### config.mk
export PLATFORM = sky130hd
export DESIGN_NAME = service_request_status_byte
export DESIGN_NICKNAME = d
export VERILOG_FILES = /design/src/rtl/status_byte_pkg.sv /design/src/rtl/status_summary_comb.sv /design/src/rtl/service_request_status_byte.sv
export VERILOG_INCLUDE_DIRS = /design/src /design/src/rtl
export SDC_FILE = /design/constraint.sdc
export NUM_CORES = 1
export LEC_CHECK = 0
export ABC_AREA = 1
export BUFFER_PORTS_ARGS = -buffer_cell sky130_fd_sc_hd__buf_2
export CAP_MARGIN = 0
export CORE_UTILIZATION = 45
export DETAILED_ROUTE_END_ITERATION = 16
export PLACE_DENSITY = 0.75
export SLEW_MARGIN = 20
export SYNTH_ARGS = -nofsm -noshare
export SYNTH_HDL_FRONTEND = slang
export SYNTH_SLANG_ARGS = --single-unit
### constraint.sdc
create_clock -name sys_clk -period 0.8 [get_ports sys_clk]
set_input_delay 0.12 -clock sys_clk [delete_from_list [all_inputs] [get_ports sys_clk]]
set_output_delay 0.12 -clock sys_clk [all_outputs]
set_load 0.01 [all_outputs]
### src/rtl/status_byte_map.svh
// field positions, live bit mask and enable reset value of the status byte block
`ifndef STATUS_BYTE_MAP_SVH
`define STATUS_BYTE_MAP_SVH
`define SB_BIT_MASTER    6
`define SB_BIT_EVENT     5
`define SB_BIT_MSG_AVAIL 4
`define SB_BIT_QUES      3
`define SB_BIT_CHANNEL   2
`define SB_LIVE_MASK     8'h3C
`define SRE_RESET        8'h00
`endif

### src/rtl/status_byte_pkg.sv
// types shared by the status byte block
package status_byte_pkg;
  typedef logic [7:0] byte_t;
  typedef enum logic [2:0] {
    CMD_IDLE      = 3'b001,
    CMD_SRE_WRITE = 3'b010,
    CMD_READ      = 3'b100
  } cmd_t;
endpackage : status_byte_pkg

### src/rtl/status_summary_comb.sv
// combinational assembly of the status byte and its master summary bit
`timescale 1ns/10ps
`default_nettype none
`include "status_byte_map.svh"
module status_summary_comb (
  input  wire  status_byte_pkg::byte_t enable_mask,
  input  wire  logic                   event_summary,
  input  wire  logic                   msg_avail,
  input  wire  logic                   ques_summary,
  input  wire  logic                   channel_summary_bit,
  output logic                         master_summary,
  output status_byte_pkg::byte_t       status_value
);
  import status_byte_pkg::*;
  byte_t raw;
  always_comb begin
    raw = 8'h00;
    raw[`SB_BIT_EVENT]     = event_summary;
    raw[`SB_BIT_MSG_AVAIL] = msg_avail;
    raw[`SB_BIT_QUES]      = ques_summary;
    raw[`SB_BIT_CHANNEL]   = channel_summary_bit;
    // bit 6 of the enable cannot feed itself; only live bits count
    master_summary = |(raw & enable_mask & `SB_LIVE_MASK);
    status_value = raw;
    status_value[`SB_BIT_MASTER] = master_summary;
  end
endmodule : status_summary_comb
`default_nettype wire

### src/rtl/service_request_status_byte.sv
// service request enable register and status byte read port
//
// Notes on behaviour
// - enable write loads eight-bit value 0..255
// - master summary is OR of enabled bits
// - enable query returns current enable contents
// - status read shows master summary in bit 6
// - status read clears nothing
// - fixed bit layout, bits 7,1,0 zero
`timescale 1ns/10ps
`default_nettype none
`include "status_byte_map.svh"
module service_request_status_byte (
  input  wire logic                    sys_clk,
  input  wire logic                    nrst,
  input  wire logic                    sre_write,
  input  wire status_byte_pkg::byte_t  sre_wdata,
  input  wire logic                    sre_query,
  input  wire logic                    stb_query,
  input  wire logic                    event_summary,
  input  wire logic                    msg_avail,
  input  wire logic                    ques_summary,
  input  wire logic                    channel_summary_bit,
  output status_byte_pkg::byte_t       rdata,
  output logic                         rvalid,
  output logic                         master_summary
);
  import status_byte_pkg::*;

  // ----------------------------------------
  // registers
  // ----------------------------------------
  byte_t sre_q, sre_d;
  byte_t rdata_q, rdata_d;
  logic  rvalid_q, rvalid_d;
  logic  mss_q;
  logic  mss_now;
  byte_t stb_now;

  status_summary_comb u_sum (
    .enable_mask         (sre_q),
    .event_summary       (event_summary),
    .msg_avail           (msg_avail),
    .ques_summary        (ques_summary),
    .channel_summary_bit (channel_summary_bit),
    .master_summary      (mss_now),
    .status_value        (stb_now)
  );

  // ----------------------------------------
  // command handling
  // ----------------------------------------
  always_comb begin
    sre_d    = sre_q;
    rdata_d  = rdata_q;
    rvalid_d = 1'b0;
    if (sre_write) begin
      sre_d = sre_wdata;
    end
    if (sre_query) begin
      rdata_d  = sre_q;
      rvalid_d = 1'b1;
    end else if (stb_query) begin
      // a read only samples; status bits fall only with their sources
      rdata_d  = stb_now;
      rvalid_d = 1'b1;
    end
  end

  always_ff @(posedge sys_clk) begin
    if (!nrst) begin
      sre_q    <= `SRE_RESET;
      rdata_q  <= 8'h00;
      rvalid_q <= 1'b0;
      mss_q    <= 1'b0;
    end else begin
      sre_q    <= sre_d;
      rdata_q  <= rdata_d;
      rvalid_q <= rvalid_d;
      mss_q    <= mss_now;
    end
  end

  assign rdata          = rdata_q;
  assign rvalid         = rvalid_q;
  assign master_summary = mss_q;

  // ----------------------------------------
  // helpers
  // ----------------------------------------
  // live status bits in their byte positions, for the checks below
  function automatic byte_t live_bits(input logic e,
                                      input logic m,
                                      input logic q,
                                      input logic c);
    byte_t b;
    b = 8'h00;
    b[`SB_BIT_EVENT]     = e;
    b[`SB_BIT_MSG_AVAIL] = m;
    b[`SB_BIT_QUES]      = q;
    b[`SB_BIT_CHANNEL]   = c;
    return b;
  endfunction : live_bits

  // ----------------------------------------
  // checks
  // ----------------------------------------
  a_sre_load: assert property (@(posedge sys_clk) disable iff (!nrst)
    sre_write |=> sre_q == $past(sre_wdata))
    else $error("enable register not loaded");

  a_sre_hold: assert property (@(posedge sys_clk) disable iff (!nrst)
    !sre_write |=> $stable(sre_q))
    else $error("enable register changed without write");

  a_sre_readback: assert property (@(posedge sys_clk) disable iff (!nrst)
    sre_query |=> rvalid && rdata == $past(sre_q))
    else $error("enable query wrong");

  a_query_prio: assert property (@(posedge sys_clk) disable iff (!nrst)
    (sre_query && stb_query) |=> rdata == $past(sre_q))
    else $error("enable query lost priority");

  a_idle_novalid: assert property (@(posedge sys_clk) disable iff (!nrst)
    (!sre_query && !stb_query) |=> !rvalid)
    else $error("read valid without query");

  a_stb_valid: assert property (@(posedge sys_clk) disable iff (!nrst)
    (stb_query && !sre_query) |=> rvalid)
    else $error("status query not answered");

  a_mss_bit: assert property (@(posedge sys_clk) disable iff (!nrst)
    (stb_query && !sre_query) |=> rdata[6] == $past(mss_now))
    else $error("status bit 6 not master summary");

  a_zero_bits: assert property (@(posedge sys_clk) disable iff (!nrst)
    (stb_query && !sre_query) |=> rdata[7] == 1'b0 && rdata[1:0] == 2'b00
      && rdata[2] == $past(channel_summary_bit) && rdata[5] == $past(event_summary))
    else $error("status layout wrong");

  a_live_layout: assert property (@(posedge sys_clk) disable iff (!nrst)
    (stb_query && !sre_query) |=> (rdata & `SB_LIVE_MASK)
      == $past(live_bits(event_summary, msg_avail, ques_summary, channel_summary_bit)))
    else $error("live status bits misplaced");

  a_mss_or: assert property (@(posedge sys_clk) disable iff (!nrst)
    ##1 master_summary == $past(|(sre_q & `SB_LIVE_MASK
      & live_bits(event_summary, msg_avail, ques_summary, channel_summary_bit))))
    else $error("master summary wrong");

  a_mss_event: assert property (@(posedge sys_clk) disable iff (!nrst)
    (event_summary && sre_q[`SB_BIT_EVENT]) |-> mss_now)
    else $error("enabled event summary not in master");

  a_mss_ques: assert property (@(posedge sys_clk) disable iff (!nrst)
    (ques_summary && sre_q[`SB_BIT_QUES]) |-> mss_now)
    else $error("enabled questionable summary not in master");

  a_mss_chan: assert property (@(posedge sys_clk) disable iff (!nrst)
    (channel_summary_bit && sre_q[`SB_BIT_CHANNEL]) |-> mss_now)
    else $error("enabled channel summary not in master");

  a_mss_none: assert property (@(posedge sys_clk) disable iff (!nrst)
    ((live_bits(event_summary, msg_avail, ques_summary, channel_summary_bit)
      & sre_q) == 8'h00) |-> !mss_now)
    else $error("master summary set with no enabled source");

  a_bit6_ignored: assert property (@(posedge sys_clk) disable iff (!nrst)
    ((sre_q & `SB_LIVE_MASK) == 8'h00) |-> !mss_now)
    else $error("dead enable bits reach master summary");

  a_no_clear: assert property (@(posedge sys_clk) disable iff (!nrst)
    stb_query && !sre_write |=> sre_q == $past(sre_q))
    else $error("status read disturbed state");

  a_read_keeps_mss: assert property (@(posedge sys_clk) disable iff (!nrst)
    stb_query |=> master_summary == $past(mss_now))
    else $error("status read disturbed summary");

  a_rdata_hold: assert property (@(posedge sys_clk) disable iff (!nrst)
    (!sre_query && !stb_query) |=> $stable(rdata))
    else $error("read data changed without query");

  a_mss_live: assert property (@(posedge sys_clk) disable iff (!nrst)
    (msg_avail && sre_q[4]) |-> mss_now)
    else $error("summary stale");

  // reset checks run without the disable so the reset edge itself is seen
  a_reset_sre: assert property (@(posedge sys_clk)
    !nrst |=> sre_q == `SRE_RESET)
    else $error("enable register not reset");

  a_reset_out: assert property (@(posedge sys_clk)
    !nrst |=> !rvalid && !master_summary && rdata == 8'h00)
    else $error("outputs not reset");
endmodule : service_request_status_byte
`default_nettype wire

==> key figures, run 1 <==
Status
  – Status: finished, violations left
  – Failing checks: negative setup slack

Placement
  – GPL Wtd Cong: roughly 0.68
  – Post-DP HPWL: between 1 and 1.5 mm
  – Port bufs: 26

Routing
  – Antenna viol nets, final: 0
  – Iteration count of the initial detailed-routing pass: 4
  – DR iter-0 viols: 16
  – Post-route DRC: 0
  – Vias/cell: ~4.7
  – Vias: 645
  – Avg WL per Cell: a little under 10 um
  – Routed WL: about 1.4 mm

Timing
  – Slew margin rel.: just under 90%
  – Fin Clk Skew: approximately 0.0049 ns
  – Final worst slack: -0.0593 ns
  – RSZ-0062 raised after global routing: true
  – WHS: roughly 0.049 ns
  – Fin crit share: 107%
  – FMAX: between 1000 and 1500 MHz
  – Worst slew pin tran: 0.203 ns
  – Fin Setup TNS: -0.523 ns
  – Finish-stage setup viols: 10
  – Final Hold Viols: 0
  – Final Critical Period: 0.859 ns
  – Slew Viols, Final: 0

Yosys
  – Top_reg_cell synth: dfxtp_1
  – #FFs+latches synth: 18
  – EDFF count, synth: 0
  – Post-synth ARST share: 0%
  – Yosys top cell by area: dfxtp_1
  – Most common cell in the synthesized netlist: dfxtp_1
  – Mean post-synth cell area: a little under 8 um^2
  – Post-synthesis sequential area ratio: roughly 54%
  – Largest cells by area after synthesis: dfxtp_1 (54%), a21oi_1 (9.0%), nor2_1 (9.0%), o21ai_0 (6.7%), nand2_1 (6.7%)
  – Most frequent cells after synthesis: dfxtp_1 (18), nor2_1 (16), a21oi_1 (12), nand2_1 (12), o21ai_0 (9)
  – Post-synth top area share: a little over half
  – Syn. warnings: 0
  – Post-Syn Nets: between 100 and 150
  – Distinct cells, synth: 12
  – Gate count of the mapped netlist: 87
  – Mapped cell area: about 670 um^2

Worst setup path
  – Crit path kind: reg2out
  – CP bufs+invs: 1
  – R2r startpoint: sre_q[4]$_SDFFE_PN0P_
  – CP max-delay cell: dfxtp_2
  – R2r worst-path depth: 4
  – Critical path cell sequence: buf_6
  – Critical path required time: slightly below 0.7 ns
  – Worst setup path startpoint: rdata[6]$_SDFFE_PN0P_
  – Delay-heaviest family, CP: flip-flops
  – Crit-path max FO: 2
  – Max incr delay on CP: ~0.34 ns
  – CP arrival: 0.74 ns
  – Setup crit end: rdata[6]
  – Worst setup EP type: output pin
  – Reg2reg setup slack: 0.06 ns
  – Reg-to-reg critical path endpoint: rdata[6]$_SDFFE_PN0P_
  – Crit start category: flop
  – WP depth: 1

Global route
  – Pin count of the biggest net entering global routing: 11
  – Vias in the first global route: 505
  – Initial antenna violation count: 0
  – Total track usage: a little under a fifth
  – Total gr overflow: 0
  – First-pass GRT wire length: just under 2 mm

Clocking
  – Total CTS buffers: 3
  – Clock latency on the worst-skew pair: around 0.29 ns
  – Clock slew at reported path FFs: around 0.10 ns
  – Hold-fix buffers, CTS: 0
  – Clock Path Buffers: 2
  – # H-tree levels: 1
  – Clock Sinks: 18
  – Clock Root Buffer: clkbuf_4
  – CTS tree: built

Floorplanning
  – Core area: around 1400 um^2
  – # rows: 13
  – Die area: roughly 1600 um^2
  – Die X: roughly 41 um
  – Die Y: around 41 um
  – Initial Utilization: 49.6%
  – Num ports: 27

Final layout
  – Share of cells above drive strength 1: between 40% and 50%
  – Layout area overhead: 47.3%
  – Ant. Diodes: 0
  – Storage cell area: ~370 um^2
  – Core Util, Final: 73.0%
  – Fill cell count: between 100 and 150
  – Nets: 140
  – Area of the multi-input gates: 282 um^2

Pwr
  – Static leakage: approximately 0.00046 uW
  – Peak supply drop: 0.000958 V
  – Pwr Density: about 1900 nW/um^2
  – Tot Pwr: 1840 uW

Hold path
  – Hold Startpoint: sre_wdata[6]
  – Worst Hold Class: in2reg

Flow run
  – Max-cap violations: 0
[how the worst min path moves through the flow]
stage / cells past startpoint / to
global route: 3 / sre_q[6]$_SDFFE_PN0P_
finish: 3 / sre_q[6]$_SDFFE_PN0P_
CTS: 3 / sre_q[6]$_SDFFE_PN0P_
detailed placement: 3 / sre_q[0]$_SDFFE_PN0P_
floorplan: 2 / rvalid$_SDFF_PN0_
global placement: 3 / sre_q[6]$_SDFFE_PN0P_
[registers in the layout, summed over array words and instances, names as in the netlist]
name	cells
master_summary	1
rvalid	1
rdata	8
sre_q	8
[layer usage]
layer	global-route usage [%]	share of wire, %
met4	12.5	1.0
met5	0	0
met2	27.8	47
met1	24.3	47
met3	3.33	5.4
[what timing repair did]
item / 4_1_cts / 5_1_grt
buffers inserted: 1 / 0
gates cloned: 0 / 0
endpoints found under the setup margin: 10 / 14
pin swaps: 0 / 2
resized for setup: 17 / 10
[power by group]
| part | internal [uW] | switching (uW) | leakage, uW | total, uW |
|---|---|---|---|---|
| Sequential | 963 | 34.6 | 0.000153 | 998 |
| Clock | 277 | 267 | 0.0000210 | 544 |
| Combinational | 156 | 141 | 0.000283 | 297 |
[layout make-up]
class	count	area share [%]
flip-flops and latches	18	37.9
multi-input cells	59	28.6
repair buffers	33	24.9
clock buffers	4	3.68
inverters	8	3.05
well taps	15	1.90
[logic make-up after synthesis]
| kind of cell | Yosys count | share of synthesized area [%] |
|---|---|---|
| compound gates | 26 | 19.8 |
| flops | 18 | 53.8 |
| buf+inv | 10 | 6.73 |
| simple gates | 33 | 19.6 |
[stage by stage]
step	instance area, um^2	setup slack, ns	cells
global placement	848	0.00657	132
floorplan	669	0.0837	87
detailed placement	848	-0.0351	132
CTS	957	-0.0677	137
global route	986	-0.0992	137
finish	986	-0.0593	137
[cells in the final DEF, fill, tap and decap left out, drive strengths merged]
cell    Yosys  final
buf         2     33
dfxtp      18     18
nor2       17     17
o21ai      13     13
a21oi      12     12
nand2      12     12
inv         8      8
nor3        4      4
clkbuf      0      4
a22oi       1      1
Power figures use the tool's default switching activity.
==> run 2: changes to the inputs <==
--- a/config.mk
+++ b/config.mk
@@ -9,9 +9,11 @@
 export ABC_AREA = 1
 export BUFFER_PORTS_ARGS = -buffer_cell sky130_fd_sc_hd__buf_2
 export CAP_MARGIN = 0
-export CORE_UTILIZATION = 45
+export CELL_PAD_IN_SITES_DETAIL_PLACEMENT = 1
+export CELL_PAD_IN_SITES_GLOBAL_PLACEMENT = 2
+export CORE_UTILIZATION = 24
 export DETAILED_ROUTE_END_ITERATION = 16
-export PLACE_DENSITY = 0.75
+export PLACE_DENSITY_LB_ADDON = 0.1
 export SLEW_MARGIN = 20
 export SYNTH_ARGS = -nofsm -noshare
 export SYNTH_HDL_FRONTEND = slang
==> run 2 against run 1 <==
Against the previous run:
- the run still ends with negative setup slack left
- power up 3.2%
- clock-buffer cell count stayed put
- wire length is 26% higher
==> key figures, run 2 (synthesis results as in run 1) <==
Status
  – Status: finished, violations left
  – Failing checks: negative setup slack

Worst setup path
  – Critical path required time: 0.68 ns (about the same)
  – CP max-delay cell: dfxtp_2
  – CP bufs+invs: 1 (unchanged)
  – Max incr delay on CP: 0.34 ns (about the same)
  – Reg-to-reg critical path endpoint: rdata[6]$_SDFFE_PN0P_
  – R2r startpoint: rdata[6]$_SDFFE_PN0P_
  – Critical path cell sequence: buf_6
  – Reg2reg setup slack: 0 ns (-0.06 ns)
  – Crit path kind: reg2out
  – R2r worst-path depth: 3 (-1)
  – Crit start category: flop
  – Delay-heaviest family, CP: flip-flops
  – WP depth: 1 (unchanged)
  – Worst setup EP type: output pin
  – Crit-path max FO: 2 (unchanged)
  – CP arrival: 0.75 ns (about the same)

Routing
  – Avg WL per Cell: 11.0 um (+11%)
  – Routed WL: 1.72 mm (+26%)
  – Post-route DRC: 0 (unchanged)
  – Iteration count of the initial detailed-routing pass: 4 (unchanged)
  – Antenna viol nets, final: 0 (unchanged)
  – Vias: 684 (+6.0%)
  – DR iter-0 viols: 9 (-7)
  – Vias/cell: 4.38 (-6.9%)

Clocking
  – Hold-fix buffers, CTS: 0 (unchanged)
  – # H-tree levels: 1 (unchanged)
  – Total CTS buffers: 3 (unchanged)
  – Clock Sinks: 18 (unchanged)
  – CTS tree: built
  – Clock Root Buffer: clkbuf_4
  – Clock slew at reported path FFs: 0.11 ns (about the same)
  – Clock Path Buffers: 2 (unchanged)
  – Clock latency on the worst-skew pair: 0.29 ns (about the same)

Pwr
  – Tot Pwr: 1900 uW (+3.2%)
  – Clock power frac: 30.3% (+0.7 points)
  – Sequential power share: 52.9% (-1.4 points)
  – Sw Ratio: 25.8% (+1.7 points)
  – Combinational share of power: 16.8% (+0.6 points)
  – Static leakage: 0.000473 uW (+3.5%)
  – Cell-internal power: 1410 uW (+0.90%)
  – Pwr Density: 1820 nW/um^2 (-2.2%)
  – Peak supply drop: 0.000723 V (-25%)
  – Sw Pwr: 489 uW (+10%)

Floorplanning
  – Num ports: 27 (unchanged)
  – # rows: 18 (+5)
  – Initial Utilization: 26.3% (-23 points)
  – Die area: 3000 um^2 (+83%)
  – Core area: 2540 um^2 (+89%)
  – Die X: 54.8 um (+35%)
  – Die Y: 54.8 um (+35%)

Timing
  – Slew margin rel.: 85.4% (-1.1 points)
  – Final Hold Viols: 0 (unchanged)
  – Fin crit share: 108% (+0.84 points)
  – FMAX: 1150 MHz (-0.78%)
  – Final worst slack: -0.0660 ns (-0.00675 ns)
  – Slew Viols, Final: 0 (unchanged)
  – Worst slew pin tran: 0.219 ns (+0.0162 ns)
  – Finish-stage setup viols: 10 (unchanged)
  – Final Critical Period: 0.866 ns (+0.00675 ns)
  – RSZ-0062 raised after global routing: true
  – Fin Clk Skew: 0.00142 ns (-0.00344 ns)
  – Fin Setup TNS: -0.597 ns (-0.0744 ns)

Placement
  – Port bufs: 26 (unchanged)
  – Dpl cells: 151 (+14%)
  – Post-DP HPWL: 1.36 mm (+31%)
  – Placed cell area: 897 um^2 (+5.8%)
  – GPL Wtd Cong: 0.676 (-1.0%)

Final layout
  – Layout area overhead: 55.3%
  – Share of cells above drive strength 1: 54.0% (+8.9 points)
  – Nets: 144 (+2.9%)
  – Commonest non-fill, non-tap cell in the layout: buf_2
  – Fin cells: 156 (+14%)
  – Commonest cells after routing, fill and taps aside: buf_2 (17), nor2_1 (16), dfxtp_2 (13)
  – Ant. Diodes: 0 (unchanged)
  – Fill cell count: 331 (+200%)
  – Design area: 1040 um^2 (+5.5%)

Global route
  – Initial antenna violation count: 0 (unchanged)
  – First-pass GRT wire length: 2.93 mm (+49%)
  – Vias in the first global route: 634 (+26%)
  – Total track usage: 13.9% (-4.8 points)
  – Total gr overflow: 0 (unchanged)
  – Pin count of the biggest net entering global routing: 11 (unchanged)

Hold path
  – Hold Path End: sre_q[1]$_SDFFE_PN0P_
  – Hold Path Cell Cnt: 3 (unchanged)
  – Worst Hold Class: in2reg
  – Hold Startpoint: sre_wdata[1]

Flow run
  – Max-cap violations: 0 (unchanged)
==> run 2: routing by layer <==
metal  up-vias  track usage (%)  routed length, um
met5         -                0                  0
met1       302             19.7                870
met2        18             20.1                748
met4         0             6.41                 15
li1        362                -                  -
met3         2             2.50                 80
==> run 2: power groups by stage <==
stage	clock network [uW]	logic (uW)	registers, uW
floorplan	0	111	1020
global placement	0	266	1000
detailed placement	0	270	1010
CTS	593	302	995
global route	641	360	1010
finish	576	319	1000
==> run 2: worst max path at each step <==
stage                          start               endpoint  slack (ns)
2_1_floorplan  sre_q[3]$_SDFFE_PN0P_  rdata[6]$_SDFFE_PN0P_        0.08
3_5_place_dp   sre_q[3]$_SDFFE_PN0P_  rdata[6]$_SDFFE_PN0P_       -0.03
4_1_cts        rdata[0]$_SDFFE_PN0P_               rdata[0]       -0.08
6_report       rdata[5]$_SDFFE_PN0P_               rdata[5]       -0.07
3_3_place_gp   sre_q[3]$_SDFFE_PN0P_  rdata[6]$_SDFFE_PN0P_      -0.008
5_1_grt        rdata[1]$_SDFFE_PN0P_               rdata[1]       -0.12
==> run 2: stage by stage <==
| step | utilization [%] | setup slack, ns | hold WS, ns |
|---|---|---|---|
| 6_report | 40.9 | -0.0660 | 0.0450 |
| 5_1_grt | 40.9 | -0.116 | 0.0298 |
| 4_1_cts | 39.3 | -0.0776 | 0.0390 |
| 3_5_place_dp | 35.3 | -0.0311 | 0.352 |
| 3_3_place_gp | 35.3 | -0.00814 | 0.344 |
| 2_1_floorplan | - | 0.0837 | 0.251 |
==> run 2: what timing repair did <==
action,CTS,global route
pin swaps,0,2
setup endpoints to repair,11,15
setup buffers,1,0
gates resized for setup,17,18
==> run 2: area by class of cell <==
cell class              instances  area, um^2  area share (%)
multi-input cells              59         290            27.9
well taps                      30        37.5            3.61
flip-flops and latches         18         377            36.2
inverters                       8        30.0            2.89
clock buffers                   4        36.3            3.49
repair buffers                 37         269            25.9
==> run 2: tightest hold or removal path, delay by kind of cell <==
kind                   cells  cell delay, ns
buffers and inverters      1            0.08
and+or+nand+nor            2            0.11
